==> src/usu_pkg.sv <==
package usu_pkg;

  // ***********************************************
  // register map
  // ***********************************************
  localparam logic [7:0] ADDR_CTRL = 8'h00;
  localparam logic [7:0] ADDR_STAT = 8'h04;
  localparam logic [7:0] ADDR_DATA = 8'h08;
  localparam logic [7:0] ADDR_PORT = 8'h0C;
  localparam logic [7:0] CTRL_RST = 8'h00;
  localparam logic [7:0] DATA_RST = 8'h00;
  localparam logic [3:0] CNT_RST = 4'h0;
  localparam logic [3:0] CNT_MAX = 4'hF;
  localparam logic [2:0] PORT_RST = 3'h0;

  // ***********************************************
  // field positions
  // ***********************************************
  localparam int CTRL_START_IE = 7;
  localparam int CTRL_WRAP_IE = 6;
  localparam int CTRL_WM_HI = 5;
  localparam int CTRL_WM_LO = 4;
  localparam int CTRL_CS_HI = 3;
  localparam int CTRL_CS_LO = 2;
  localparam int CTRL_STROBE = 1;
  localparam int CTRL_TOGGLE = 0;
  localparam int STAT_START = 7;
  localparam int STAT_WRAP = 6;
  localparam int PORT_LAT_LSB = 0;
  localparam int PORT_DIR_LSB = 4;
  localparam int PIN_DO = 0;
  localparam int PIN_SDA = 1;
  localparam int PIN_SCL = 2;

  typedef enum logic [1:0] {
    WM_OFF = 2'h0,
    WM_THREE = 2'h1,
    WM_TWO = 2'h2,
    WM_TWO_HOLD = 2'h3
  } usu_wire_mode_t;

  typedef enum logic [1:0] {
    CS_SOFT = 2'h0,
    CS_TIMER = 2'h1,
    CS_EXT_POS = 2'h2,
    CS_EXT_NEG = 2'h3
  } usu_clk_src_t;

  // pin drive bundle; oe_n low means driven
  typedef struct packed {
    logic do_o;
    logic do_oe_n;
    logic do_pu_en;
    logic sda_o;
    logic sda_oe_n;
    logic sda_pu_en;
    logic scl_o;
    logic scl_oe_n;
    logic scl_pu_en;
  } usu_pin_out_t;

endpackage : usu_pkg

==> src/usu_serial_unit.sv <==
// The implementer's own choices: the APB interface to the registers and the register offsets.
`timescale 1ns/100ps
module usu_serial_unit (
  input wire logic pclk,
  input wire logic presetn,
  input wire logic psel,
  input wire logic penable,
  input wire logic pwrite,
  input wire logic [7:0] paddr,
  input wire logic [31:0] pwdata,
  output logic [31:0] prdata,
  output logic pready,
  output logic pslverr,
  input wire logic global_irq_en,
  input wire logic idle_sleep,
  input wire logic timer_match_a,
  input wire logic timer_match,
  input wire logic do_i,
  input wire logic sda_i,
  input wire logic scl_i,
  output usu_pkg::usu_pin_out_t pins,
  output logic start_irq_req,
  output logic wrap_irq_req,
  output logic wake_req
);
  import usu_pkg::*;

  // ***********************************************
  // bus decode
  // ***********************************************
  logic setup;
  logic wr;
  logic hit;
  logic wr_ctrl;
  logic wr_stat;
  logic wr_data;
  logic wr_port;

  assign setup = psel && !penable;
  assign wr = psel && penable && pwrite;
  assign hit = (paddr == ADDR_CTRL) || (paddr == ADDR_STAT) ||
               (paddr == ADDR_DATA) || (paddr == ADDR_PORT);
  assign wr_ctrl = wr && (paddr == ADDR_CTRL);
  assign wr_stat = wr && (paddr == ADDR_STAT);
  assign wr_data = wr && (paddr == ADDR_DATA);
  assign wr_port = wr && (paddr == ADDR_PORT);
  assign pready = penable;
  assign pslverr = psel && penable && !hit;

  // ***********************************************
  // pin synchronisers
  // ***********************************************
  // lines idle high; a zero reset would fake an edge on release
  localparam logic [2:0] PIN_IDLE = 3'h7;
  logic [2:0] pin_s1_q;
  logic [2:0] pin_s2_q;
  logic [2:0] pin_s3_q;

  always_ff @(posedge pclk or negedge presetn) begin
    if (!presetn) begin
      pin_s1_q <= PIN_IDLE;
      pin_s2_q <= PIN_IDLE;
      pin_s3_q <= PIN_IDLE;
    end else begin
      pin_s1_q <= {scl_i, sda_i, do_i};
      pin_s2_q <= pin_s1_q;
      pin_s3_q <= pin_s2_q;
    end
  end

  logic scl_s;
  logic sda_s;
  logic scl_rise;
  logic scl_fall;
  logic sda_fall;

  assign scl_s = pin_s2_q[PIN_SCL];
  assign sda_s = pin_s2_q[PIN_SDA];
  assign scl_rise = scl_s && !pin_s3_q[PIN_SCL];
  assign scl_fall = !scl_s && pin_s3_q[PIN_SCL];
  assign sda_fall = !sda_s && pin_s3_q[PIN_SDA];

  // ***********************************************
  // control register
  // ***********************************************
  logic [7:0] ctrl_q;
  logic cnt_sel_q;
  usu_wire_mode_t wmode;
  usu_clk_src_t csrc;
  logic ext_clk;
  logic two_wire;
  logic strobe_wr;
  logic toggle_wr;
  usu_clk_src_t csrc_eff;
  logic cnt_sel_eff;

  // strobe bits are not stored; the select copy is internal only
  always_ff @(posedge pclk or negedge presetn) begin
    if (!presetn) begin
      ctrl_q <= CTRL_RST;
    end else if (wr_ctrl) begin
      ctrl_q <= {pwdata[7:2], 2'b00};
    end
  end

  always_ff @(posedge pclk or negedge presetn) begin
    if (!presetn) begin
      cnt_sel_q <= 1'b0;
    end else if (wr_ctrl) begin
      cnt_sel_q <= pwdata[CTRL_STROBE];
    end
  end

  assign wmode = usu_wire_mode_t'(ctrl_q[CTRL_WM_HI:CTRL_WM_LO]);
  assign csrc = usu_clk_src_t'(ctrl_q[CTRL_CS_HI:CTRL_CS_LO]);
  assign ext_clk = ctrl_q[CTRL_CS_HI];
  assign two_wire = (wmode == WM_TWO) || (wmode == WM_TWO_HOLD);
  assign strobe_wr = wr_ctrl && pwdata[CTRL_STROBE];
  assign toggle_wr = wr_ctrl && pwdata[CTRL_TOGGLE];
  // a control write is decoded with the source it writes, so a strobe
  // sent along with a new source follows that source
  assign csrc_eff = wr_ctrl ?
                    usu_clk_src_t'(pwdata[CTRL_CS_HI:CTRL_CS_LO]) : csrc;
  assign cnt_sel_eff = wr_ctrl ? pwdata[CTRL_STROBE] : cnt_sel_q;

  // ***********************************************
  // clock source selection
  // ***********************************************
  logic shift_clk;
  logic cnt_clk;

  always_comb begin
    shift_clk = 1'b0;
    cnt_clk = 1'b0;
    case (csrc_eff)
      CS_SOFT: begin
        shift_clk = strobe_wr;
        cnt_clk = strobe_wr;
      end
      CS_TIMER: begin
        shift_clk = timer_match_a;
        cnt_clk = timer_match;
      end
      CS_EXT_POS: begin
        shift_clk = scl_rise;
        cnt_clk = cnt_sel_eff ? toggle_wr : (scl_rise || scl_fall);
      end
      CS_EXT_NEG: begin
        shift_clk = scl_fall;
        cnt_clk = cnt_sel_eff ? toggle_wr : (scl_rise || scl_fall);
      end
      default: begin
        shift_clk = 1'b0;
        cnt_clk = 1'b0;
      end
    endcase
  end

  // ***********************************************
  // shift register and output latch
  // ***********************************************
  logic [7:0] data_q;
  logic out_lat_q;
  logic din_q;
  logic lat_open;
  logic do_val;

  // input as seen one cycle earlier, so a strobe shifts the old sample
  always_ff @(posedge pclk or negedge presetn) begin
    if (!presetn) begin
      din_q <= 1'b0;
    end else begin
      din_q <= sda_s;
    end
  end

  // a bus write wins over a shift in the same cycle
  always_ff @(posedge pclk or negedge presetn) begin
    if (!presetn) begin
      data_q <= DATA_RST;
    end else if (wr_data) begin
      data_q <= pwdata[7:0];
    end else if (shift_clk) begin
      data_q <= {data_q[6:0], din_q};
    end
  end

  // latch follows msb on the edge opposite the sampling edge
  assign lat_open = (csrc == CS_EXT_POS) ? scl_fall : scl_rise;

  always_ff @(posedge pclk or negedge presetn) begin
    if (!presetn) begin
      out_lat_q <= 1'b0;
    end else if (lat_open) begin
      out_lat_q <= data_q[7];
    end
  end

  // internal sources see the msb directly, no latch delay
  assign do_val = ext_clk ? out_lat_q : data_q[7];

  // ***********************************************
  // counter
  // ***********************************************
  logic [3:0] cnt_q;
  logic cnt_wrap;

  assign cnt_wrap = cnt_clk && (cnt_q == CNT_MAX);

  always_ff @(posedge pclk or negedge presetn) begin
    if (!presetn) begin
      cnt_q <= CNT_RST;
    end else if (wr_stat) begin
      cnt_q <= pwdata[3:0];
    end else if (cnt_clk) begin
      cnt_q <= cnt_q + 4'h1;
    end
  end

  // ***********************************************
  // flags
  // ***********************************************
  logic start_q;
  logic wrap_q;
  logic start_ev;

  // start event: in two-wire modes sda falls while scl stays high, in other modes any scl edge
  assign start_ev = two_wire ? (sda_fall && scl_s)
                             : (scl_rise || scl_fall);

  // set wins over a clear in the same cycle
  always_ff @(posedge pclk or negedge presetn) begin
    if (!presetn) begin
      start_q <= 1'b0;
    end else if (start_ev) begin
      start_q <= 1'b1;
    end else if (wr_stat && pwdata[STAT_START]) begin
      start_q <= 1'b0;
    end
  end

  always_ff @(posedge pclk or negedge presetn) begin
    if (!presetn) begin
      wrap_q <= 1'b0;
    end else if (cnt_wrap) begin
      wrap_q <= 1'b1;
    end else if (wr_stat && pwdata[STAT_WRAP]) begin
      wrap_q <= 1'b0;
    end
  end

  // levels held for as long as the flag stands
  assign start_irq_req = start_q && ctrl_q[CTRL_START_IE] &&
                         global_irq_en;
  assign wrap_irq_req = wrap_q && ctrl_q[CTRL_WRAP_IE] &&
                        global_irq_en;
  // limitation: detection is sampled, so this clock must keep running
  assign wake_req = start_irq_req ||
                    (wrap_irq_req && idle_sleep);

  // ***********************************************
  // port latch and direction
  // ***********************************************
  logic [2:0] lat_q;
  logic [2:0] dir_q;

  always_ff @(posedge pclk or negedge presetn) begin
    if (!presetn) begin
      lat_q <= PORT_RST;
    end else if (wr_port) begin
      lat_q <= pwdata[PORT_LAT_LSB +: 3];
    end else if (toggle_wr) begin
      lat_q[PIN_SCL] <= !lat_q[PIN_SCL];
    end
  end

  always_ff @(posedge pclk or negedge presetn) begin
    if (!presetn) begin
      dir_q <= PORT_RST;
    end else if (wr_port) begin
      dir_q <= pwdata[PORT_DIR_LSB +: 3];
    end
  end

  // ***********************************************
  // pin drive
  // ***********************************************
  logic scl_hold;

  assign scl_hold = two_wire && (start_q ||
                    ((wmode == WM_TWO_HOLD) && wrap_q));

  always_comb begin
    pins.do_o = lat_q[PIN_DO];
    pins.do_oe_n = !dir_q[PIN_DO];
    pins.do_pu_en = lat_q[PIN_DO] && !dir_q[PIN_DO];
    pins.sda_o = lat_q[PIN_SDA];
    pins.sda_oe_n = !dir_q[PIN_SDA];
    pins.sda_pu_en = lat_q[PIN_SDA] && !dir_q[PIN_SDA];
    pins.scl_o = lat_q[PIN_SCL];
    pins.scl_oe_n = !dir_q[PIN_SCL];
    pins.scl_pu_en = lat_q[PIN_SCL] && !dir_q[PIN_SCL];
    case (wmode)
      WM_THREE: begin
        pins.do_o = do_val;
      end
      WM_TWO, WM_TWO_HOLD: begin
        // open drain: only ever pulls low
        pins.sda_o = 1'b0;
        pins.sda_oe_n = !(dir_q[PIN_SDA] &&
                          (!do_val || !lat_q[PIN_SDA]));
        pins.sda_pu_en = 1'b0;
        pins.scl_o = 1'b0;
        pins.scl_oe_n = !(dir_q[PIN_SCL] &&
                          (!lat_q[PIN_SCL] || scl_hold));
        pins.scl_pu_en = 1'b0;
      end
      default: begin
        pins.do_o = lat_q[PIN_DO];
      end
    endcase
  end

  // ***********************************************
  // read data
  // ***********************************************
  logic [31:0] rd_mux;

  always_comb begin
    rd_mux = 32'h0;
    case (paddr)
      ADDR_CTRL: rd_mux[7:0] = ctrl_q;
      ADDR_STAT: begin
        rd_mux[STAT_START] = start_q;
        rd_mux[STAT_WRAP] = wrap_q;
        rd_mux[3:0] = cnt_q;
      end
      ADDR_DATA: rd_mux[7:0] = data_q;
      ADDR_PORT: begin
        rd_mux[PORT_LAT_LSB +: 3] = lat_q;
        rd_mux[PORT_DIR_LSB +: 3] = dir_q;
      end
      default: rd_mux = 32'h0;
    endcase
  end

  always_ff @(posedge pclk or negedge presetn) begin
    if (!presetn) begin
      prdata <= 32'h0;
    end else if (setup) begin
      prdata <= rd_mux;
    end
  end

endmodule : usu_serial_unit

==> config.mk <==
export PLATFORM = sky130hd
export DESIGN_NAME = usu_serial_unit
export DESIGN_NICKNAME = d
export VERILOG_FILES = /design/src/usu_pkg.sv /design/src/usu_serial_unit.sv
export SDC_FILE = /design/constraint.sdc
export NUM_CORES = 1
export LEC_CHECK = 0
export BUFFER_PORTS_ARGS = -buffer_cell sky130_fd_sc_hd__buf_2
export CAP_MARGIN = 20
export CORE_MARGIN = 3
export CORE_UTILIZATION = 45
export CTS_CLUSTER_DIAMETER = 50
export CTS_CLUSTER_SIZE = 28
export DETAILED_ROUTE_END_ITERATION = 10
export GPL_TIMING_DRIVEN = 0
export PLACE_DENSITY_LB_ADDON = 0.05
export SKIP_LAST_GASP = 1
export SLEW_MARGIN = 25
export SYNTH_ARGS = -nofsm -noshare
export SYNTH_HDL_FRONTEND = slang
export SYNTH_SLANG_ARGS = --single-unit
==> constraint.sdc <==
create_clock -name pclk -period 2.4 [get_ports pclk]
set_input_delay 0.48 -clock pclk [delete_from_list [all_inputs] [get_ports pclk]]
set_output_delay 0.48 -clock pclk [all_outputs]
set_load 0.02 [all_outputs]
**Word-level counts from Yosys, hierarchy flattened**

Index checks and enable logic that the tools add are counted.
Widths: inputs -> output; s select.

- Equal/unequal tests: 11
- Bitwise operators: 0
- $add $sub $neg: 1
- Shifts and indexed selects: 0
- Muxes and demuxes: 25
- Reduce and logical (&&, ||, !) cells: 60
- Div/mod/pow operators: 0
- Multipliers: 0
- Magnitude comparators: 0

Operator list:

| cell | count |
|---|---|
| $logic_and 1x1->1 | 29 |
| $eq 8x4->1 const B | 2 |
| $mux 8 | 2 |
| $logic_not 1->1 | 13 |
| $mux 1 | 12 |
| $pmux 3 s4 | 1 |
| $eq 2x2->1 const B | 5 |
| $reduce_bool 2->1 | 5 |
| $logic_or 1x1->1 | 9 |
| $pmux 1 s3 | 3 |
| $eq 8x3->1 const B | 1 |
| $logic_not 8->1 | 1 |
| $mux 4 | 2 |
| $pmux 1 s4 | 2 |
| $mux 6 | 1 |
| $pmux 2 s3 | 1 |
| $add 4x1->4 const B | 1 |
| $eq 2x1->1 const B | 2 |
| $eq 4x4->1 const B | 1 |
| $reduce_or 2->1 | 2 |
| $logic_not 2->1 | 1 |
| $mux 2 | 1 |

- Bits in registers: 46
- Input port bits: 52
- Bits in latches: 0
- Logic and storage cells: 112
- Memory bits (writable): 0
- Output and inout port bits: 46
- ROM bits: 0
- Memories kept: 0

**Longest topological paths before layout**

Gate-level depths: netlist (run 1).

- Depth after elaboration: 9
- Gate-level depth with buffers: 8
- Mapped depth without buffers: 7

**Worst setup path after synthesis (run 1)**

OpenSTA, ideal clock, no wires.

- Path type: input port to flip-flop
- From: input paddr[2]
- To: register data_q[0]
- Required time: 2.275 ns
- Buffers on the path: 1
- Stages on the path: 7
- Library setup time: 0.125 ns
- Arrival time: 2.182 ns
- Slack: 0.093 ns
- Cells stage by stage: clkbuf_2 nor2_2 nand4_4 mux2_2 mux2i_1 o21ai_2 mux2_2

- Word-level cells in the longest chain between the ends: 6
- Elaborated cells between the ends (all ways): 13

Ends and longest elaborated chain:

| item | RTL line | RTL |
|---|---|---|
| from (decl) | usu_serial_unit.sv:9 | `input wire logic [7:0] paddr,` |
| $logic_not 8->1 | usu_serial_unit.sv:43 | `assign wr_ctrl = wr && (paddr == ADDR_CTRL);` |
| $logic_and 1x1->1 | usu_serial_unit.sv:43 |  |
| $mux 2 | usu_serial_unit.sv:122 | `assign csrc_eff = wr_ctrl ?` |
| $eq 2x2->1, or another cell as far along | usu_serial_unit.sv:135 | `case (csrc_eff)` |
| $pmux 1 s4 | usu_serial_unit.sv:135 |  |
| $reduce_bool 2->1 (no source line) | -- |  |
| to (signal assigned) | usu_serial_unit.sv:182 | `data_q <= pwdata[7:0];` |
| to (signal assigned) | usu_serial_unit.sv:184 | `data_q <= {data_q[6:0], din_q};` |
| to (decl) | usu_serial_unit.sv:162 | `logic [7:0] data_q;` |

Several ways; a longest one is shown, not always the timed one.
A chain may end at the register's enable or synchronous reset.

**Worst setup path after layout (run 1)**

- From: input paddr[5]
- To: register data_q[1]

Same word-level chain as after synthesis.

==> results.json, run 1 <==
{
  "reg2reg_from": "pin_s2_q[2]$_DFF_PN1_",
  "finalHoldViolCount": 0,
  "powerDensity_nw_per_um2": 503,
  "cpPeakStageDelay_ns": 0.39,
  "ys_seq_area_share_pct": 44.3,
  "grt_pass1_wl_um": 8630,
  "clk_pin_slew_ns": 0.09,
  "min_period_over_period_pct": 93.7,
  "worst_ep_required_time_ns": 2.58,
  "cp_num_buf_inv": 1,
  "critPathCaptureType": "flop",
  "dieArea_um2": 6360,
  "fp.dieH_um": 79.8,
  "drive_gt1_share_pct": 44.1,
  "cts_hold_buffers": 0,
  "wirelength_um": 5470,
  "via_per_inst": 4.85,
  "routed-via-count": 1815,
  "path_cells": "buf_2 -> nor4_4 -> nand4_4 -> mux2_2 -> mux2i_1 -> o21ai_4 -> mux2_2",
  "crit_start": "paddr[5]",
  "grt_antenna_before_repair": 0,
  "yosysUniqueCellTypes": 47,
  "arrival_ns": 2.43,
  "rows": 26,
  "fmax_ghz": 0.445,
  "hold_class": "input pin to asynchronous set/reset pin",
  "synth.area.top_cells": "dfrtp_1 (38%), mux2_2 (13%), buf_4 (7.7%)",
  "wl_per_cell_um": 14.6,
  "cts-buffers-inserted": 5,
  "vdd_drop_max_mv": 0.462,
  "synthCells": 225,
  "drv_slew": 0,
  "fin_skew_ns": 0.00935,
  "gr-total-overflow": 0,
  "syn_area_um2": 2450,
  "slew_headroom_pct": 62.3,
  "start_util_pct": 47.3,
  "die-width_um": 79.8,
  "n_fill_cell": 478,
  "antenna_cells": 0,
  "layout_commonest_cell": "buf_2",
  "worstSkewPairLatency_ns": 0.29,
  "cts_tree": "done",
  "synth_seq_cells": 43,
  "crit_type": "input pin to flop",
  "grt_pass1_vias": 1622,
  "clk_path_buf_depth": 2,
  "yosysWarnings": 0,
  "drc": 0,
  "crit_family": "multiplexers",
  "htreeDepth": 2,
  "synth_edf_count": 0,
  "ant_nets": 0,
  "gp_congestion": 0.775,
  "cts_sinks": 43,
  "numPlacedInstances": 365,
  "synthArstFlopShare_pct": 100,
  "tightest_slew_ns": 0.565,
  "core-area_um2": 5170,
  "avgSynthCellArea_um2": 10.9,
  "grt_usage_pct": 17.8,
  "crit_path_start_kind": "input pin",
  "io_pins": 98,
  "status": "finished clean",
  "period_minus_slack_ns": 2.25,
  "drv_cap": 0,
  "multi_input_area_um2": 1210,
  "synth.top_cell.area_share_pct": 37.8,
  "setup_violations": 0,
  "rsz0062_at_grt": "no",
  "numPortBuffers": 47,
  "place_ws_ns": -0.364,
  "first_pass_iters": 4,
  "grt_max_degree": 44,
  "synth_flop_cell": "dfrtp_1",
  "cts_root_buf": "clkbuf_8",
  "final_cell_mix": "buf_2 (46), dfrtp_1 (37), mux2_2 (28)",
  "area_growth_syn_to_layout_pct": 21.3,
  "drt_iter0_markers": 87,
  "yosysTopAreaCell": "dfrtp_1",
  "place_hpwl_um": 4070,
  "crit_path_max_fanout": 8,
  "fin_cells": 374,
  "cp_common_cell": "mux2_2",
  "nets": 358,
  "regArea_um2": 1080,
  "crit_slowest_cell": "mux2_2",
  "static-leakage-power_nw": 1.52,
  "setup_slack_ns": 0.152
}
state kept, by name (all words and copies together) (netlist names):
name       cells
data_q         8
prdata         8
ctrl_q         6
cnt_q          4
dir_q          3
lat_q          3
pin_s1_q       2
pin_s2_q       2
pin_s3_q       2
cnt_sel_q      1
din_q          1
out_lat_q      1
start_q        1
wrap_q         1
metal layers:
layer	global-route usage [%]	share of wire (%)
met5	0	0
met4	5.24	1.4
met3	4.06	5.3
met2	28.1	46
met1	24.4	48
repair_timing:
action / CTS / global route
endpoints found under the hold margin: 0 / 0
endpoints found under the setup margin: 8 / 12
resized for setup: 1 / 2
setup buffers: 0 / 1
pin swaps: 0 / 2
metrics by stage:
stage | setup TNS [ns] | power, mW | utilization [%] | cell area, um^2 | hold WS, ns
after global placement | -3.50 | 1.05 | 55.2 | 2860 | 0.349
final | 0 | 1.49 | 57.4 | 2970 | 0.168
after CTS | 0 | 1.51 | 57.0 | 2950 | 0.265
after floorplan | 0 | 0.973 | - | 2530 | 0.184
after detailed placement | -3.60 | 1.05 | 55.2 | 2860 | 0.347
after global routing | 0 | 1.58 | 57.4 | 2970 | 0.194
power by group:
part | internal, mW | switching (mW) | leakage, nW
combinational | 0.110 | 0.139 | 0.910
sequential | 0.760 | 0.0336 | 0.566
clock | 0.204 | 0.247 | 0.0412
total | 1.07 | 0.420 | 1.52
kinds of logic (layout without fill, tap and decap cells):
family | count (synthesis) | in the layout | share of synthesized area (%)
AO/OA/AOI/OAI | 37 | 37 | 10.5
other | 1 | 24 | 0.153
multiplexers | 37 | 37 | 17.8
buffers and inverters | 38 | 94 | 10.3
XOR/XNOR | 1 | 1 | 0.358
AND/OR/NAND/NOR | 65 | 65 | 15.1
adder cells (fa/ha/maj) | 3 | 3 | 1.53
flip-flops | 43 | 43 | 44.3
Yosys cell counts (2+ instances only):
master and instances:
clkbuf_1 2, o31ai_1 3, a21o_1 2, a22o_1 2, buf_4 25, nand2_1 20
mux4_2 2, nand3_1 6, nor2_1 10, a22oi_1 4, dfstp_2 6, nor2b_1 8
o21ai_0 15, ha_1 3, and3_2 3, a31oi_1 2, and3_1 3, nand2b_1 2
dfrtp_1 37, inv_1 7, buf_6 2, a21oi_1 3, mux2_2 28, or4_1 2
mux2i_1 6
worst reg2reg max path, delay by kind of cell (launching register included):
kind	cells	cell delay [ns]
AOI/OAI and AO/OA	2	0.39
and+or+nand+nor	1	0.52
DFF	1	0.56
buffers and inverters	1	0.05
adders and majority gates	1	0.32
area by class of cell:
class | instances | share of cell area, %
buffer | 31 | 7.63
clock buffer | 6 | 2.44
clock inverter | 2 | 0.421
inverter | 7 | 0.885
multi-input combinational | 167 | 40.9
sequential | 43 | 36.5
tap | 70 | 2.95
timing repair buffer | 48 | 8.26
worst paths after layout:
kind                                    endpoint  slack [ns]  depth (start not counted)
max                        data_q[1]$_DFFE_PN0P_        0.15                          7
min                        prdata[4]$_DFFE_PN0P_        0.17                          1
max reg2reg                 cnt_q[3]$_DFFE_PN0P_        0.48                          5
min reg2reg                pin_s2_q[1]$_DFF_PN1_        0.36                          0
max in group asynchronous  pin_s3_q[1]$_DFF_PN1_        1.84                          1
min in group pclk          pin_s1_q[2]$_DFF_PN1_        0.28                          1
No activity file was read; power rests on OpenSTA's default activity.
==> run 2: changes to the inputs <==
--- a/config.mk
+++ b/config.mk
@@ -8,12 +8,13 @@
 export BUFFER_PORTS_ARGS = -buffer_cell sky130_fd_sc_hd__buf_2
 export CAP_MARGIN = 20
 export CORE_MARGIN = 3
-export CORE_UTILIZATION = 45
+export CORE_UTILIZATION = 49
 export CTS_CLUSTER_DIAMETER = 50
 export CTS_CLUSTER_SIZE = 28
 export DETAILED_ROUTE_END_ITERATION = 10
 export GPL_TIMING_DRIVEN = 0
 export PLACE_DENSITY_LB_ADDON = 0.05
+export SETUP_SLACK_MARGIN = 0.2
 export SKIP_LAST_GASP = 1
 export SLEW_MARGIN = 25
 export SYNTH_ARGS = -nofsm -noshare
==> results.json, run 2 (synthesis results as in run 1) <==
{
  "wl_per_cell_um": 14.7,
  "grt_usage_pct": 19.0,
  "cp_common_cell": "mux2_4",
  "stdcell_area_um2": 3110,
  "drv_slew": 0,
  "routed-via-count": 1873,
  "critPathCaptureType": "flop",
  "fin_tns_setup_ns": 0,
  "clk_path_buf_depth": 2,
  "status": "finished clean",
  "cts_hold_buffers": 0,
  "swShare_pct": 25.8,
  "static-leakage-power_nw": 1.59,
  "fp.dieH_um": 76.7,
  "crit_path_max_fanout": 8,
  "drv_cap": 0,
  "grt_max_degree": 44,
  "grt_pass1_vias": 1850,
  "cts_sinks": 43,
  "area_growth_syn_to_layout_pct": 27.2,
  "grt.busiest_layer": "met2",
  "cts_tree": "done",
  "rsz0062_at_grt": "no",
  "hold_class": "input pin to asynchronous set/reset pin",
  "grtUsageMet3_pct": 4.11,
  "dieArea_um2": 5880,
  "start_util_pct": 51.2,
  "period_minus_slack_ns": 2.18,
  "rows": 25,
  "crit_family": "multiplexers",
  "vdd_drop_max_mv": 0.396,
  "numPlacedInstances": 362,
  "cp_num_buf_inv": 2,
  "htreeDepth": 2,
  "cpPeakStageDelay_ns": 0.40,
  "p_seq_share_pct": 48.4,
  "io_pins": 98,
  "p_switching_mw": 0.424,
  "crit_path_start_kind": "input pin",
  "setup_violations": 0,
  "worstSkewPairLatency_ns": 0.30,
  "fin_skew_ns": 0.00456,
  "path_cells": "buf_2 -> nor4_4 -> nand4_4 -> mux2_4 -> a32oi_2 -> o21ai_4 -> buf_12 -> mux2_4",
  "core-area_um2": 4790,
  "numPortBuffers": 47,
  "crit_slowest_cell": "mux2_4",
  "first_pass_iters": 4,
  "ant_nets": 0,
  "gr-total-overflow": 0,
  "drt_iter0_markers": 88,
  "grt_use_met2_pct": 32.0,
  "grt_pass1_wl_um": 8900,
  "largestRegisters": "data_q: 8 flops, prdata: 8 flops, ctrl_q: 6 flops",
  "cts_root_buf": "clkbuf_8",
  "die-width_um": 76.7,
  "fmax_ghz": 0.459,
  "via_per_inst": 4.98,
  "layout_commonest_cell": "buf_2",
  "fin_cells": 376,
  "drive_gt1_share_pct": 45.6,
  "final_util_pct": 65.1,
  "min_period_over_period_pct": 90.7,
  "p_int_mw": 1.22,
  "worst_ep_required_time_ns": 2.58,
  "nets": 363,
  "antenna_cells": 0,
  "power_frac_comb_pct": 15.9,
  "crit_type": "input pin to flop",
  "finalHoldViolCount": 0,
  "drc": 0,
  "place_hpwl_um": 3960,
  "use_met1_pct": 24.5,
  "pwr-share-clk_pct": 35.7,
  "grt_antenna_before_repair": 0,
  "powerDensity_nw_per_um2": 527,
  "gp_congestion": 0.790,
  "final_cell_mix": "buf_2 (46), dfrtp_1 (37), buf_4 (29)",
  "cts-buffers-inserted": 5,
  "wirelength_um": 5530,
  "arrival_ns": 2.36,
  "clk_pin_slew_ns": 0.08,
  "placed_area_um2": 2870
}
run 2: timing repair:
item	in CTS	in global routing
gates resized for setup	2	9
endpoints found under the setup margin	10	11
hold endpoints to repair	0	0
buffers inserted	3	2
pin swaps	3	4
run 2: stage by stage:
step                hold slack, ns  setup WS [ns]  total power, mW
floorplan                    0.184          0.107            0.976
global placement             0.354         -0.280             1.05
detailed placement           0.350         -0.289             1.06
CTS                          0.267          0.198             1.64
global route                0.0540          0.179             1.71
finish                      0.0469          0.223             1.64
run 2: final timing paths:
path	to	slack (ns)	cells after the start	startpoint
min reg2reg	pin_s2_q[1]$_DFF_PN1_	0.36	0	pin_s1_q[1]$_DFF_PN1_
max in group asynchronous	pin_s1_q[1]$_DFF_PN1_	1.82	2	presetn
min	prdata[4]$_DFFE_PN0P_	0.05	1	presetn
max reg2reg	cnt_q[2]$_DFFE_PN0P_	0.52	5	pin_s2_q[2]$_DFF_PN1_
max	data_q[7]$_DFFE_PN0P_	0.22	8	paddr[4]
min in group pclk	pin_s1_q[2]$_DFF_PN1_	0.28	1	scl_i
run 2: metal layers:
metal,up-vias,part of all wire [%]
met5,-,0
met4,0,1.6
met3,7,5.2
met2,67,47
met1,892,46
li1,907,-
run 2: power groups by stage:
| stage | clock, mW | sequential, mW | combinational [mW] |
|---|---|---|---|
| 2_1_floorplan | 0 | 0.796 | 0.180 |
| 5_1_grt | 0.621 | 0.798 | 0.292 |
| 3_3_place_gp | 0 | 0.807 | 0.246 |
| 6_report | 0.585 | 0.794 | 0.261 |
| 3_5_place_dp | 0 | 0.807 | 0.248 |
| 4_1_cts | 0.600 | 0.793 | 0.251 |
run 2: layout make-up:
class	count	area [um^2]
Sequential cell	43	1080
Tap cell	67	83.8
Inverter	7	26.3
Fill cell	418	1670
Timing Repair Buffer	53	312
Clock buffer	6	82.6
Buffer	31	226
Multi-Input combinational cell	167	1260
Clock inverter	2	35.0
